## src/rtl/otbr_pkg.sv

```systemverilog
package otbr_pkg;

  // ----------------------------------------------------------------
  // Register byte offsets
  // ----------------------------------------------------------------
  localparam logic [7:0] OTBR_OFS_CTRL = 8'h00;
  localparam logic [7:0] OTBR_OFS_OOK = 8'h04;
  localparam logic [7:0] OTBR_OFS_RATE = 8'h08;
  localparam logic [7:0] OTBR_OFS_STATUS = 8'h0C;

  // ----------------------------------------------------------------
  // Reset values
  // ----------------------------------------------------------------
  localparam logic [31:0] OTBR_CTRL_RST = 32'h0000_0000;
  localparam logic [31:0] OTBR_OOK_RST = 32'h0000_0000;
  localparam logic [31:0] OTBR_RATE_RST = 32'h0000_0000;

  // ----------------------------------------------------------------
  // Field positions
  // ----------------------------------------------------------------
  localparam int OTBR_CTRL_MODE_LSB = 0;
  localparam int OTBR_CTRL_DPM_LSB = 4;
  localparam int OTBR_CTRL_SYNC_DIS_BIT = 6;
  localparam int OTBR_CTRL_CLKOUT_BIT = 7;
  localparam int OTBR_CTRL_FSK_BIT = 8;
  localparam int OTBR_CTRL_FDEV_LSB = 16;
  localparam int OTBR_OOK_KIND_LSB = 0;
  localparam int OTBR_OOK_STEP_LSB = 4;
  localparam int OTBR_OOK_IVAL_LSB = 8;
  localparam int OTBR_OOK_CUT_LSB = 12;
  localparam int OTBR_RATE_BR_LSB = 0;
  localparam int OTBR_RATE_FLOOR_LSB = 8;

  // ----------------------------------------------------------------
  // Modes and encodings
  // ----------------------------------------------------------------
  typedef enum logic [2:0] {
    OTBR_CHIP_SLEEP = 3'b000,
    OTBR_CHIP_STANDBY = 3'b001,
    OTBR_CHIP_SYNTH = 3'b010,
    OTBR_CHIP_RECEIVE = 3'b011,
    OTBR_CHIP_TRANSMIT = 3'b100
  } otbr_chip_mode_t;

  typedef enum logic [1:0] {
    OTBR_SYNC_IDLE = 2'b00,
    OTBR_SYNC_TRAIN = 2'b01,
    OTBR_SYNC_LOCKED = 2'b10
  } otbr_sync_state_t;

  localparam logic [1:0] OTBR_DPM_CONTINUOUS = 2'b00;
  localparam logic [1:0] OTBR_DPM_BUFFERED = 2'b01;
  localparam logic [1:0] OTBR_KIND_PEAK = 2'b00;
  localparam logic [1:0] OTBR_KIND_FIXED = 2'b01;
  localparam logic [1:0] OTBR_KIND_AVERAGE = 2'b10;

  // ----------------------------------------------------------------
  // Timing and scaling constants
  // ----------------------------------------------------------------
  // RSSI and thresholds are in 0.5 dB units; 6 dB backoff is 12 units
  localparam logic [7:0] OTBR_PEAK_BACKOFF = 8'h0C;
  // Crystal cycles per bit = 64 * (1 + divider); 16 sub-ticks per bit
  localparam int OTBR_BIT_CYCLE_SHIFT = 6;
  localparam int OTBR_SUB_CYCLE_SHIFT = 2;
  // Three preamble bytes of alternating bits give 24 transitions
  localparam logic [4:0] OTBR_PREAMBLE_EDGES = 5'h18;
  // Filter shifts for the average threshold (16 samples per bit)
  localparam logic [3:0] OTBR_AVG_SHIFT_00 = 4'h6;
  localparam logic [3:0] OTBR_AVG_SHIFT_01 = 4'h7;
  localparam logic [3:0] OTBR_AVG_SHIFT_1X = 4'h8;

endpackage : otbr_pkg

```

## src/rtl/otbr_rate_div.sv

```systemverilog
`timescale 1ns/1ps
`default_nettype none

module otbr_rate_div
  import otbr_pkg::*;
(
  // Clock and reset
  input wire logic pclk,
  input wire logic presetn,
  // Control
  input wire logic enable,
  input wire logic [7:0] bit_rate_divider,
  // Enable pulse, sixteen per bit period
  output logic sub_tick
);

  // ----------------------------------------------------------------
  // Sixteenth-of-bit divider
  // ----------------------------------------------------------------
  logic [9:0] cnt_reg;
  logic [9:0] cnt_next;
  logic [9:0] last_count;
  logic sub_tick_next;

  // Period is 4 * (1 + divider) cycles, so 16 ticks give 64 * (1 + divider)
  assign last_count = 10'(({2'b00, bit_rate_divider} + 10'h001) << OTBR_SUB_CYCLE_SHIFT) - 10'h001;
  assign sub_tick_next = enable && (cnt_reg >= last_count);
  assign cnt_next = (!enable || sub_tick_next) ? 10'h000 : cnt_reg + 10'h001;

  // Counter held at zero while idle so the first tick is a full period away
  always_ff @(posedge pclk or negedge presetn) begin
    if (!presetn) begin
      cnt_reg <= 10'h000;
      sub_tick <= 1'b0;
    end else begin
      cnt_reg <= cnt_next;
      sub_tick <= sub_tick_next;
    end
  end

endmodule : otbr_rate_div

`default_nettype wire

```

## src/rtl/otbr_rx.sv

```systemverilog
// Decided for this implementation: the address map and the APB interface to the registers.
`timescale 1ns/1ps
`default_nettype none

module otbr_rx
  import otbr_pkg::*;
(
  // Clock and reset
  input wire logic pclk,
  input wire logic presetn,
  // APB slave
  input wire logic [7:0] paddr,
  input wire logic psel,
  input wire logic penable,
  input wire logic pwrite,
  input wire logic [31:0] pwdata,
  output logic [31:0] prdata,
  output logic pready,
  output logic pslverr,
  // Receive front end, same clock
  input wire logic [7:0] rssi_value,
  input wire logic fsk_raw_bit,
  // Second interrupt pin, two-way
  input wire logic irq1_in,
  output logic irq1_out,
  output logic irq1_oe,
  // Data pin
  output logic data_out,
  output logic data_oe,
  // Toward FIFO
  output logic fifo_bit,
  output logic fifo_bit_valid,
  // Operating mode enables
  output logic rx_path_enable,
  output logic synth_enable,
  output logic tx_enable,
  output logic clkout_enable
);

  // ----------------------------------------------------------------
  // Decoding helpers
  // ----------------------------------------------------------------
  // Decrement interval in sixteenths of a chip
  function automatic logic [7:0] decay_limit(input logic [2:0] code);
    case (code)
      3'b000: decay_limit = 8'h10;
      3'b001: decay_limit = 8'h20;
      3'b010: decay_limit = 8'h40;
      3'b011: decay_limit = 8'h80;
      3'b100: decay_limit = 8'h08;
      3'b101: decay_limit = 8'h04;
      3'b110: decay_limit = 8'h02;
      default: decay_limit = 8'h01;
    endcase
  endfunction : decay_limit

  // Step size in 0.5 dB units
  function automatic logic [7:0] step_units(input logic [2:0] code);
    case (code)
      3'b000: step_units = 8'h01;
      3'b001: step_units = 8'h02;
      3'b010: step_units = 8'h03;
      3'b011: step_units = 8'h04;
      3'b100: step_units = 8'h06;
      3'b101: step_units = 8'h08;
      3'b110: step_units = 8'h0A;
      default: step_units = 8'h0C;
    endcase
  endfunction : step_units

  // ----------------------------------------------------------------
  // Registers
  // ----------------------------------------------------------------
  logic [31:0] ctrl_reg;
  logic [31:0] ook_reg;
  logic [31:0] rate_reg;

  // Field views
  logic [2:0] chip_operating_mode;
  logic [1:0] data_path_mode;
  logic synchronizer_disable;
  logic clock_output_enable;
  logic fsk_select;
  logic [7:0] freq_deviation_setting;
  logic [1:0] threshold_kind_select;
  logic [2:0] peak_decay_step;
  logic [2:0] peak_decay_interval;
  logic [1:0] average_filter_cutoff;
  logic [7:0] bit_rate_divider;
  logic [7:0] threshold_floor_level;

  assign chip_operating_mode = ctrl_reg[OTBR_CTRL_MODE_LSB +: 3];
  assign data_path_mode = ctrl_reg[OTBR_CTRL_DPM_LSB +: 2];
  assign synchronizer_disable = ctrl_reg[OTBR_CTRL_SYNC_DIS_BIT];
  assign clock_output_enable = ctrl_reg[OTBR_CTRL_CLKOUT_BIT];
  assign fsk_select = ctrl_reg[OTBR_CTRL_FSK_BIT];
  // Deviation is only stored and read back; no logic or port uses it
  assign freq_deviation_setting = ctrl_reg[OTBR_CTRL_FDEV_LSB +: 8];
  assign threshold_kind_select = ook_reg[OTBR_OOK_KIND_LSB +: 2];
  assign peak_decay_step = ook_reg[OTBR_OOK_STEP_LSB +: 3];
  assign peak_decay_interval = ook_reg[OTBR_OOK_IVAL_LSB +: 3];
  assign average_filter_cutoff = ook_reg[OTBR_OOK_CUT_LSB +: 2];
  assign bit_rate_divider = rate_reg[OTBR_RATE_BR_LSB +: 8];
  assign threshold_floor_level = rate_reg[OTBR_RATE_FLOOR_LSB +: 8];

  // ----------------------------------------------------------------
  // APB decode
  // ----------------------------------------------------------------
  logic sel_ctrl;
  logic sel_ook;
  logic sel_rate;
  logic sel_status;
  logic addr_hit;
  logic apb_access;
  logic apb_done;
  logic [31:0] status_word;
  logic [31:0] read_word;

  assign sel_ctrl = (paddr == OTBR_OFS_CTRL);
  assign sel_ook = (paddr == OTBR_OFS_OOK);
  assign sel_rate = (paddr == OTBR_OFS_RATE);
  assign sel_status = (paddr == OTBR_OFS_STATUS);
  assign addr_hit = sel_ctrl || sel_ook || sel_rate || sel_status;
  // One wait state: pready rises the cycle after the access phase starts
  assign apb_access = psel && penable && !pready;
  assign apb_done = psel && penable && pready;

  // Read mux; unmapped offsets read zero
  assign read_word = sel_ctrl ? ctrl_reg :
                     sel_ook ? ook_reg :
                     sel_rate ? rate_reg :
                     sel_status ? status_word : 32'h0000_0000;

  // Bus answer and read data, all registered
  always_ff @(posedge pclk or negedge presetn) begin
    if (!presetn) begin
      pready <= 1'b0;
      pslverr <= 1'b0;
      prdata <= 32'h0000_0000;
    end else begin
      pready <= apb_access;
      pslverr <= apb_access && !addr_hit;
      if (apb_access && !pwrite) begin
        prdata <= read_word;
      end
    end
  end

  // Writes land on the completing edge; status is read only
  always_ff @(posedge pclk or negedge presetn) begin
    if (!presetn) begin
      ctrl_reg <= OTBR_CTRL_RST;
      ook_reg <= OTBR_OOK_RST;
      rate_reg <= OTBR_RATE_RST;
    end else if (apb_done && pwrite) begin
      if (sel_ctrl) begin
        ctrl_reg <= pwdata;
      end else if (sel_ook) begin
        ook_reg <= pwdata;
      end else if (sel_rate) begin
        rate_reg <= pwdata;
      end
    end
  end

  // ----------------------------------------------------------------
  // Chip mode and data path decode
  // ----------------------------------------------------------------
  otbr_chip_mode_t chip_mode;
  logic rx_next;
  logic synth_next;
  logic tx_next;
  logic awake_next;
  logic continuous_mode;

  assign chip_mode = otbr_chip_mode_t'(chip_operating_mode);
  assign continuous_mode = (data_path_mode == OTBR_DPM_CONTINUOUS);

  // Undefined codes behave as sleep so nothing runs by accident
  always_comb begin
    rx_next = 1'b0;
    synth_next = 1'b0;
    tx_next = 1'b0;
    awake_next = 1'b0;
    case (chip_mode)
      OTBR_CHIP_STANDBY: awake_next = 1'b1;
      OTBR_CHIP_SYNTH: begin
        awake_next = 1'b1;
        synth_next = 1'b1;
      end
      OTBR_CHIP_RECEIVE: begin
        awake_next = 1'b1;
        synth_next = 1'b1;
        rx_next = 1'b1;
      end
      OTBR_CHIP_TRANSMIT: begin
        awake_next = 1'b1;
        synth_next = 1'b1;
        tx_next = 1'b1;
      end
      default: awake_next = 1'b0;
    endcase
  end

  always_ff @(posedge pclk or negedge presetn) begin
    if (!presetn) begin
      rx_path_enable <= 1'b0;
      synth_enable <= 1'b0;
      tx_enable <= 1'b0;
      clkout_enable <= 1'b0;
    end else begin
      rx_path_enable <= rx_next;
      synth_enable <= synth_next;
      tx_enable <= tx_next;
      clkout_enable <= awake_next && clock_output_enable;
    end
  end

  // ----------------------------------------------------------------
  // Pin synchroniser and rate divider
  // ----------------------------------------------------------------
  logic irq1_meta_reg;
  logic irq1_sync_reg;
  logic sub_tick;

  always_ff @(posedge pclk or negedge presetn) begin
    if (!presetn) begin
      irq1_meta_reg <= 1'b0;
      irq1_sync_reg <= 1'b0;
    end else begin
      irq1_meta_reg <= irq1_in;
      irq1_sync_reg <= irq1_meta_reg;
    end
  end

  otbr_rate_div u_rate_div (
    .pclk(pclk),
    .presetn(presetn),
    .enable(rx_path_enable),
    .bit_rate_divider(bit_rate_divider),
    .sub_tick(sub_tick)
  );

  // ----------------------------------------------------------------
  // OOK thresholds
  // ----------------------------------------------------------------
  logic [7:0] peak_reg;
  logic [7:0] peak_next;
  logic [15:0] avg_acc_reg;
  logic [7:0] decay_cnt_reg;
  logic ook_bit_reg;
  logic [8:0] peak_min9;
  logic [7:0] peak_min;
  logic [8:0] peak_dec9;
  logic [7:0] peak_decayed;
  logic [7:0] peak_less6;
  logic [7:0] peak_thresh;
  logic [7:0] threshold;
  logic [3:0] avg_shift;
  logic signed [16:0] avg_diff;
  logic signed [16:0] avg_delta;
  logic decay_tick;
  logic decay_allowed;
  logic peak_mode;

  assign peak_mode = (threshold_kind_select != OTBR_KIND_FIXED) &&
                     (threshold_kind_select != OTBR_KIND_AVERAGE);
  // Highest peak whose threshold still sits on the floor, saturated
  assign peak_min9 = {1'b0, threshold_floor_level} + {1'b0, OTBR_PEAK_BACKOFF};
  assign peak_min = peak_min9[8] ? 8'hFF : peak_min9[7:0];
  assign peak_dec9 = {1'b0, peak_reg} - {1'b0, step_units(peak_decay_step)};
  assign peak_decayed = (peak_dec9[8] || (peak_dec9[7:0] < peak_min)) ?
                        peak_min : peak_dec9[7:0];
  assign peak_less6 = (peak_reg > OTBR_PEAK_BACKOFF) ? peak_reg - OTBR_PEAK_BACKOFF : 8'h00;
  assign peak_thresh = (peak_less6 > threshold_floor_level) ?
                       peak_less6 : threshold_floor_level;

  // Decrement interval counted in sixteenths of a chip
  assign decay_tick = sub_tick && (decay_cnt_reg >= decay_limit(peak_decay_interval) - 8'h01);
  assign decay_allowed = decay_tick && !ook_bit_reg;

  always_comb begin
    if (rssi_value > peak_reg) begin
      peak_next = rssi_value;
    end else if (decay_allowed) begin
      peak_next = peak_decayed;
    end else begin
      peak_next = peak_reg;
    end
  end

  // One-pole filter, 16 samples a bit; larger shift gives lower cutoff
  assign avg_shift = (average_filter_cutoff == 2'b00) ? OTBR_AVG_SHIFT_00 :
                     (average_filter_cutoff == 2'b01) ? OTBR_AVG_SHIFT_01 :
                     OTBR_AVG_SHIFT_1X;
  assign avg_diff = $signed({1'b0, rssi_value, 8'h00}) - $signed({1'b0, avg_acc_reg});
  assign avg_delta = avg_diff >>> avg_shift;

  assign threshold = (threshold_kind_select == OTBR_KIND_FIXED) ? threshold_floor_level :
                     (threshold_kind_select == OTBR_KIND_AVERAGE) ? avg_acc_reg[15:8] :
                     peak_thresh;

  // Peak tracker, filter and comparator, idle outside receive
  always_ff @(posedge pclk or negedge presetn) begin
    if (!presetn) begin
      peak_reg <= 8'h00;
      avg_acc_reg <= 16'h0000;
      decay_cnt_reg <= 8'h00;
      ook_bit_reg <= 1'b0;
    end else if (!rx_path_enable || !peak_mode) begin
      peak_reg <= peak_min;
      decay_cnt_reg <= 8'h00;
      ook_bit_reg <= rx_path_enable && (rssi_value > threshold);
      if (rx_path_enable && sub_tick) begin
        avg_acc_reg <= avg_acc_reg + avg_delta[15:0];
      end
    end else begin
      peak_reg <= peak_next;
      ook_bit_reg <= rssi_value > threshold;
      if (decay_tick) begin
        decay_cnt_reg <= 8'h00;
      end else if (sub_tick) begin
        decay_cnt_reg <= decay_cnt_reg + 8'h01;
      end
      if (sub_tick) begin
        avg_acc_reg <= avg_acc_reg + avg_delta[15:0];
      end
    end
  end

  // ----------------------------------------------------------------
  // Bit synchroniser
  // ----------------------------------------------------------------
  otbr_sync_state_t sync_state_reg;
  otbr_sync_state_t sync_state_next;
  logic raw_bit;
  logic raw_prev_reg;
  logic [13:0] phase_reg;
  logic [14:0] bit_cycles;
  logic [13:0] phase_last;
  logic [13:0] phase_half;
  logic [4:0] edge_cnt_reg;
  logic recovered_bit_clock_reg;
  logic sync_bit_reg;
  logic sync_on;
  logic data_edge;
  logic centre;

  // Demodulator choice; raw FSK can bypass the synchroniser
  assign raw_bit = fsk_select ? fsk_raw_bit : ook_bit_reg;
  // Forced on outside continuous; else off only if bit set and pin low
  assign sync_on = rx_path_enable &&
                   (!continuous_mode || !(synchronizer_disable && !irq1_sync_reg));
  assign bit_cycles = 15'(({7'h00, bit_rate_divider} + 15'h0001) << OTBR_BIT_CYCLE_SHIFT);
  assign phase_last = 14'(bit_cycles - 15'h0001);
  assign phase_half = bit_cycles[14:1];
  assign data_edge = raw_bit != raw_prev_reg;
  assign centre = sync_on && (phase_reg == phase_half);

  // Lock sequence: count preamble transitions, then hold lock
  always_comb begin
    sync_state_next = sync_state_reg;
    case (sync_state_reg)
      OTBR_SYNC_IDLE: begin
        if (sync_on) begin
          sync_state_next = OTBR_SYNC_TRAIN;
        end
      end
      OTBR_SYNC_TRAIN: begin
        if (!sync_on) begin
          sync_state_next = OTBR_SYNC_IDLE;
        end else if (edge_cnt_reg >= OTBR_PREAMBLE_EDGES) begin
          sync_state_next = OTBR_SYNC_LOCKED;
        end
      end
      OTBR_SYNC_LOCKED: begin
        if (!sync_on) begin
          sync_state_next = OTBR_SYNC_IDLE;
        end
      end
      default: sync_state_next = OTBR_SYNC_IDLE;
    endcase
  end

  // Phase restarts on each transition so the clock rises mid-bit;
  // free-running between edges keeps lock over long runs
  always_ff @(posedge pclk or negedge presetn) begin
    if (!presetn) begin
      sync_state_reg <= OTBR_SYNC_IDLE;
      raw_prev_reg <= 1'b0;
      phase_reg <= 14'h0000;
      edge_cnt_reg <= 5'h00;
      recovered_bit_clock_reg <= 1'b0;
      sync_bit_reg <= 1'b0;
    end else begin
      sync_state_reg <= sync_state_next;
      raw_prev_reg <= raw_bit;
      if (!sync_on || data_edge || phase_reg >= phase_last) begin
        phase_reg <= 14'h0000;
      end else begin
        phase_reg <= phase_reg + 14'h0001;
      end
      if (sync_state_reg != OTBR_SYNC_TRAIN) begin
        edge_cnt_reg <= 5'h00;
      end else if (data_edge) begin
        edge_cnt_reg <= edge_cnt_reg + 5'h01;
      end
      recovered_bit_clock_reg <= sync_on && (phase_reg >= phase_half);
      if (centre) begin
        sync_bit_reg <= raw_bit;
      end
    end
  end

  // ----------------------------------------------------------------
  // Output routing
  // ----------------------------------------------------------------
  always_ff @(posedge pclk or negedge presetn) begin
    if (!presetn) begin
      data_out <= 1'b0;
      data_oe <= 1'b0;
      irq1_out <= 1'b0;
      irq1_oe <= 1'b0;
      fifo_bit <= 1'b0;
      fifo_bit_valid <= 1'b0;
    end else begin
      data_oe <= rx_path_enable && continuous_mode;
      data_out <= sync_on ? sync_bit_reg : raw_bit;
      // Released when disable bit is set so the host can hold it low
      irq1_oe <= rx_path_enable && continuous_mode && !synchronizer_disable;
      irq1_out <= recovered_bit_clock_reg;
      fifo_bit <= raw_bit;
      fifo_bit_valid <= centre && !continuous_mode &&
                        (sync_state_reg == OTBR_SYNC_LOCKED);
    end
  end

  // ----------------------------------------------------------------
  // Status word
  // ----------------------------------------------------------------
  assign status_word = {12'h000, rx_path_enable, sync_on,
                        (sync_state_reg == OTBR_SYNC_LOCKED), ook_bit_reg,
                        peak_reg, threshold};

endmodule : otbr_rx

`default_nettype wire

```

## config.mk

```make
export PLATFORM = sky130hd
export DESIGN_NAME = otbr_rx
export DESIGN_NICKNAME = d
export VERILOG_FILES = /design/src/rtl/otbr_pkg.sv /design/src/rtl/otbr_rate_div.sv /design/src/rtl/otbr_rx.sv
export SDC_FILE = /design/constraint.sdc
export NUM_CORES = 1
export LEC_CHECK = 0
export ABC_CLOCK_PERIOD_IN_PS = 7600
export BUFFER_PORTS_ARGS = -buffer_cell sky130_fd_sc_hd__buf_2
export CELL_PAD_IN_SITES_DETAIL_PLACEMENT = 0
export CELL_PAD_IN_SITES_GLOBAL_PLACEMENT = 1
export CORE_MARGIN = 2
export CORE_UTILIZATION = 43
export CTS_BUF_LIST = sky130_fd_sc_hd__clkbuf_8
export DETAILED_ROUTE_END_ITERATION = 8
export HOLD_SLACK_MARGIN = 0.12
export PLACE_DENSITY_LB_ADDON = 0.1
export SKIP_CTS_REPAIR_TIMING = 1
export SYNTH_ARGS = -nofsm -noshare
export SYNTH_HDL_FRONTEND = slang
export SYNTH_SLANG_ARGS = --single-unit
```

## constraint.sdc

```tcl
create_clock -name pclk -period 7.6 [get_ports pclk]
set_input_delay 0 -clock pclk [delete_from_list [all_inputs] [get_ports pclk]]
set_output_delay 0 -clock pclk [all_outputs]
set_load 0.02 [all_outputs]
```

Yosys cells after proc, flatten, opt, wreduce, memory -nomap -nowiden --
Index checks and enable logic that the tools add are counted.
Operators by class: add/sub/neg operators 14, magnitude comparators 10, eq/ne operators 33, shift-type cells 1, multiplexer cells 39, bitwise gates (word level) 2, reduce and logical (&&, ||, !) cells 58
Operators with widths (number):
- $mux 32 | 3
- $mux 8 | 12
- $pmux 8 s7 | 1
- $mux 16 | 3
- $ge 14x14->1 | 2
- $pmux 4 s7 | 1
- $gt 8x8->1 | 3
- $eq 3x3->1 const B | 7
- $logic_and 1x1->1 | 21
- $mux 20 | 1
- $eq 3x2->1 const B | 6
- $sshr 17x4->16 | 1
- $sub 16x16->17 | 1
- $add 16x16->16 | 1
- $add 8x1->8 const B | 2
- $eq 8x4->1 const B | 2
- $add 14x1->14 const B | 1
- $eq 14x14->1 | 1
- $mux 14 | 1
- $sub 14x1->14 const B | 1
- $logic_not 1->1 | 11
- $add 10x1->10 const B | 1
- $ge 10x10->1 | 1
- $mux 10 | 1
- other kinds (36) | 72
Storage, ports and cells: register bits 209, input port bits 55, output and inout bits 44, word-level logic and storage cells 186

Longest topological paths before layout --
word-level depth 10, gate-level depth with buffers 18, gate-level depth less buffers 17

By module --
From an unflattened synthesis, not the netlist that was laid out.
Second synthesis, totals: cells, all modules 1321, area total of the unflattened synthesis 13198.9 um^2
By module, submodules not included:
- otbr_rx | times used 1, cells an instance 1213, area each 12278.0 um^2, sequential area each 4954.8 um^2
- otbr_rate_div | times used 1, cells an instance 108, area each 920.9 um^2, sequential area each 275.3 um^2

Worst setup path before layout --
OpenSTA, ideal clock, no wires.
path type register to register, start point register avg_acc_reg[5], end point register avg_acc_reg[14], setup time 0.126 ns, arrival time 3.733 ns, data required time 7.474 ns, path slack 3.741 ns, stages on the path, launching flop included 16, path buffers 1, period minus slack after synthesis 3.859 ns, cell sequence dfrtp_1 -> or4_4 -> buf_6 -> nor4_1 -> xor2_1 -> mux2i_1 -> mux2_2 -> ha_1 -> fa_1 -> a21o_1 -> a21o_1 -> a31oi_1 -> o21ai_0 -> o311ai_0 -> nor3b_1 -> o31ai_1
On the way: cells in the longest elaborated chain, start to end 5, elaborated cells between the ends (all ways) 6, classes of those cells add/sub (2); shift (1); mux (3)
RTL lines:
- from (decl) | RTL line otbr_rx.sv:249 | logic [15:0] avg_acc_reg;
- from (signal assigned) | RTL line otbr_rx.sv:315 | avg_acc_reg <= avg_acc_reg + avg_delta[15:0];
- from (signal assigned) | RTL line otbr_rx.sv:326 | avg_acc_reg <= avg_acc_reg + avg_delta[15:0];
- $sub 16x16->17 | RTL line otbr_rx.sv:296 | assign avg_diff = $signed({1'b0, rssi_value, 8'h00}) - $signed({1'b0, avg_acc_reg});
- $sshr 17x4->16 | RTL line otbr_rx.sv:297 | assign avg_delta = avg_diff >>> avg_shift;
- $add 16x16->16 * | RTL line otbr_rx.sv:315, otbr_rx.sv:326
- $mux 16 (on tied branches) | RTL line otbr_rx.sv:325, otbr_rx.sv:314
- $mux 16 * | RTL line otbr_rx.sv:310 | end else if (!rx_path_enable || !peak_mode) begin
Every way passes the cells marked *; elsewhere a longest branch is shown, timed or not. The select of a mux whose other input is x is not followed. A chain may end at the register's enable or synchronous reset.

Final worst setup path --
start point register peak_reg[4], end point register ook_bit_reg
On the way: cells in the longest elaborated chain, start to end 9, elaborated cells between the ends (all ways) 10, classes of those cells add/sub (1); order compare (3); mux (5); reduce/logical (1)
RTL lines:
- from (decl) | RTL line otbr_rx.sv:247 | logic [7:0] peak_reg;
- from (signal assigned) | RTL line otbr_rx.sv:311 | peak_reg <= peak_min;
- from (signal assigned) | RTL line otbr_rx.sv:318 | peak_reg <= peak_next;
- $sub 8x4->8 or $gt 8x4->1 (tied branches) | RTL line otbr_rx.sv:274 | assign peak_less6 = (peak_reg > OTBR_PEAK_BACKOFF) ? peak_reg - OTBR_PEAK_BACKOFF : 8'h00;
- $mux 8 * | RTL line otbr_rx.sv:274
- $gt 8x8->1 | RTL line otbr_rx.sv:275 | assign peak_thresh = (peak_less6 > threshold_floor_level) ?
- $mux 8 * | RTL line otbr_rx.sv:275
- $mux 8 * | RTL line otbr_rx.sv:300 | (threshold_kind_select == OTBR_KIND_AVERAGE) ? avg_acc_reg[15:8] :
- $mux 8 * | RTL line otbr_rx.sv:299 | assign threshold = (threshold_kind_select == OTBR_KIND_FIXED) ? threshold_floor_level :
- $gt 8x8->1 * | RTL line otbr_rx.sv:313, otbr_rx.sv:319
- $logic_and 1x1->1 | RTL line otbr_rx.sv:313 | ook_bit_reg <= rx_path_enable && (rssi_value > threshold);
- $mux 1 * | RTL line otbr_rx.sv:310
- to (signal assigned) | RTL line otbr_rx.sv:313
- to (signal assigned) | RTL line otbr_rx.sv:319 | ook_bit_reg <= rssi_value > threshold;
- to (decl) | RTL line otbr_rx.sv:251 | logic ook_bit_reg;
Every way passes the cells marked *; elsewhere a longest branch is shown, timed or not.

==> run_results.csv <==
group,metric,value,unit
status,run_status,"complete, no violations",
worst_setup_path,crit_path_start_kind,"register",
sta,hold-worst-slack,0.04829,ns
sta,final-hold-violation-count,0,
logic_synthesis,synth.avg_cell_area,9.960,um^2
drt,drtPass1Iterations,5,
sta,grt_setup_unrepaired,"false",
clock_tree,clock_sinks,209,
finish,design_area,14840,um^2
sta,finalClockSkew,0.01547,ns
floorplan,io-pin-count,99,
global_routing,grt_start_max_net_pins,92,
global_routing,gr-total-overflow,0,
clock_tree,deepest_clock_path_buffer_count,3,
logic_synthesis,post_synth_main_area_contributors,"sky130_fd_sc_hd__dfrtp_1, sky130_fd_sc_hd__ha_1, sky130_fd_sc_hd__mux2_2, sky130_fd_sc_hd__nor2_1, sky130_fd_sc_hd__o21ai_0",
clock_tree,clk-insertion-delay-late,0.55,ns
sta,final.min_clock_period,4.367,ns
worst_setup_path,worstPathRequired,8.03,ns
sta,slew_viol_final,0,
logic_synthesis,post-synth-top-area-fraction,41.31,%
finish,area.growth.synth_to_final,17.22,%
place,place_congestion,0.8757,
clock_tree,clkTransAtPathRegs,0.06,ns
floorplan,floorplan.die.height,175.6,um
floorplan,initial_utilization,43.87,%
finish,nets,1582,
job,drv_cap,0,
clock_tree,cts_made_buffers,39,
global_routing,antenna_found_initial,1,
worst_setup_path,crit_path_frequent_cell,"sky130_fd_sc_hd__o21ai_0",
clock_tree,cts.htree.levels,2,
finish,diodes,0,
logic_synthesis,synth.ff_latch_count,209,
logic_synthesis,synth_cells,1271,
worst_setup_path,critical_path.max_stage_delay,0.67,ns
hold_path,min-delay-path-class,"in2async",
floorplan,floorplan.die.width,175.6,um
clock_tree,cts_tree,"done",
worst_setup_path,timing.critical_path.cells,"or3_1 > nand2b_1 > nor2b_1 > nor2_1 > ha_1 > a21oi_1 > o21ai_0 > o22ai_1 > nor3_1 > a221oi_1 > ha_1 > nor2b_1 > o21ai_0 > nand2b_1 > a21oi_1 > o21ai_0 > o211a_1",
sta,setup-tns-final,0,ns
drt,routed_wirelength,33.27,mm
place,io_buffers,98,
drt,via_count,9976,
worst_setup_path,cp_data_arrival_time,4.80,ns
logic_synthesis,library_cell_with_the_highest_instance_count_after_synthesis,"sky130_fd_sc_hd__dfrtp_1",
global_routing,grt_pass1_wl,53.25,mm
worst_setup_path,cell_at_the_slowest_stage_of_the_critical_path,"sky130_fd_sc_hd__nor3_1",
drt,drtAntennaViolNets,0,
finish,fin_util,51.42,%
sta,tightestPinTransition,1.116,ns
power_and_ir_drop,peakVddDrop,0.1365,mV
logic_synthesis,yosysSeqAreaShare,41.31,%
finish,finalNonFillerCells,1837,
drt,detail_route.drc_violations,0,
power_and_ir_drop,power_leakage,7.276,nW
power_and_ir_drop,cellPowerDensity,162.6,nW/um^2
drt,wl_per_cell,18.11,um
sta,setup_viol,0,
worst_setup_path,crit_path_max_fanout,9,
place,place.detailed.hpwl,23.43,mm
clock_tree,ctsRootBufferMaster,"sky130_fd_sc_hd__clkbuf_8",
floorplan,core.rowCount,62,
logic_synthesis,post-synth-top-area-cell,"sky130_fd_sc_hd__dfrtp_1",
logic_synthesis,ys.flop_type,"sky130_fd_sc_hd__dfrtp_1",
drt,first_iter_violations,483,
worst_setup_path,reg2reg_slack,3.23,ns
floorplan,design.die.area,30830,um^2
drt,via_per_inst,5.431,
sta,fin_crit_sh,57.47,%
finish,layout-drive-gt1-share,20.51,%
logic_synthesis,synthesis.area,12660,um^2
global_routing,grt_usage,21.70,%
logic_synthesis,synth.cells.most_frequent,"sky130_fd_sc_hd__dfrtp_1, sky130_fd_sc_hd__nor2_1, sky130_fd_sc_hd__mux2_2",
worst_setup_path,worstSetupEndpointType,"register",
global_routing,vias_in_the_first_global_route,9701,
floorplan,area_of_the_core_region,28860,um^2
logic_synthesis,yosys.cell_types.count,69,
place,place_area,13530,um^2
logic_synthesis,syn_nets,1430,
sta,maxClockFrequency,0.2290,GHz
logic_synthesis,count_of_flip_flops_with_a_built_in_enable_after_synthesis,0,
worst_setup_path,path_class,"reg2reg",
sta,timing.max_slew.rel_slack,25.59,%
place,placed_cells_incl_taps,1716,
logic_synthesis,ys_async_sr_fraction,100.0,%
logic_synthesis,yosysWarnings,0,
finish,fill_cells,2751,
[kinds of logic after synthesis]
kind of cell               after synthesis  share of synthesized area (%)
adders and majority gates              104                          10.40
buffers and inverters                   98                          3.014
muxes                                  139                          12.57
and+or+nand+nor                        371                          13.90
DFF                                    209                          41.31
xor gates and xnor gates                69                          4.774
AOI/OAI and AO/OA                      280                          14.00
other                                    1                        0.02962
[placed cells by master, fill, tap and decap left out, drive strengths merged, types with 13 or more instances in the layout]
cell type,synthesis,final
a21o,23,23
a21oi,75,75
buf,20,108
clkbuf,27,51
dfrtp,209,209
dlygate4sd3,0,50
ha,102,102
inv,51,60
mux2,110,110
mux2i,24,24
nand2,99,99
nand2b,13,13
nand3,37,37
nor2,111,111
nor2b,17,17
nor3,27,27
o21ai,83,83
xnor2,32,32
xor2,37,37
[critical path: cells and delay by family (launching register included)]
family / cells / cell delay [ns]
and+or+nand+nor: 7 / 1.92
AOI/OAI and AO/OA: 8 / 1.18
adders and majority gates: 2 / 0.66
DFF: 1 / 0.49
[routing by layer]
metal  up-vias  track usage [%]  share of wire (%)
met4         0            5.441                1.8
met2       182            34.28                 46
met5         -                0                  0
met1      4865            30.36                 48
met3        46            4.784                5.1
li1       4883                -                  -
[layout make-up]
type | count | area, um^2 | area share (%)
clock inverters | 20 | 110.1 | 0.7420
well taps | 384 | 480.5 | 3.238
multi-input cells | 964 | 7049 | 47.50
flip-flops and latches | 209 | 5230 | 35.24
inverters | 51 | 191.4 | 1.290
repair buffers | 158 | 1076 | 7.251
clock buffers | 51 | 701.9 | 4.730
[worst paths after layout]
kind,cells past startpoint,from,endpoint
worst min-delay path,2,presetn,peak_reg[4]
worst max register to register,17,peak_reg[4],ook_bit_reg
worst max-delay path,17,peak_reg[4],ook_bit_reg
min in group pclk,6,rssi_value[4],peak_reg[4]
worst min register to register,0,irq1_meta_reg,irq1_sync_reg
max in group asynchronous,3,presetn,rate_reg[30]
[where the power goes]
group | internal [mW] | switching, mW | leakage [nW] | total (mW)
clock | 0.608 | 0.510 | 0.452 | 1.12
combinational | 0.0710 | 0.104 | 3.99 | 0.175
sequential | 1.12 | 0.00308 | 2.83 | 1.12
[through the flow]
| step | total power, mW | worst slack [ns] |
|---|---|---|
| floorplan | 1.224 | 3.741 |
| global placement | 1.296 | 3.469 |
| detailed placement | 1.296 | 3.341 |
| CTS | 2.433 | 3.314 |
| global route | 2.523 | 2.882 |
| finish | 2.413 | 3.233 |
(Power assumes the default switching activity.)
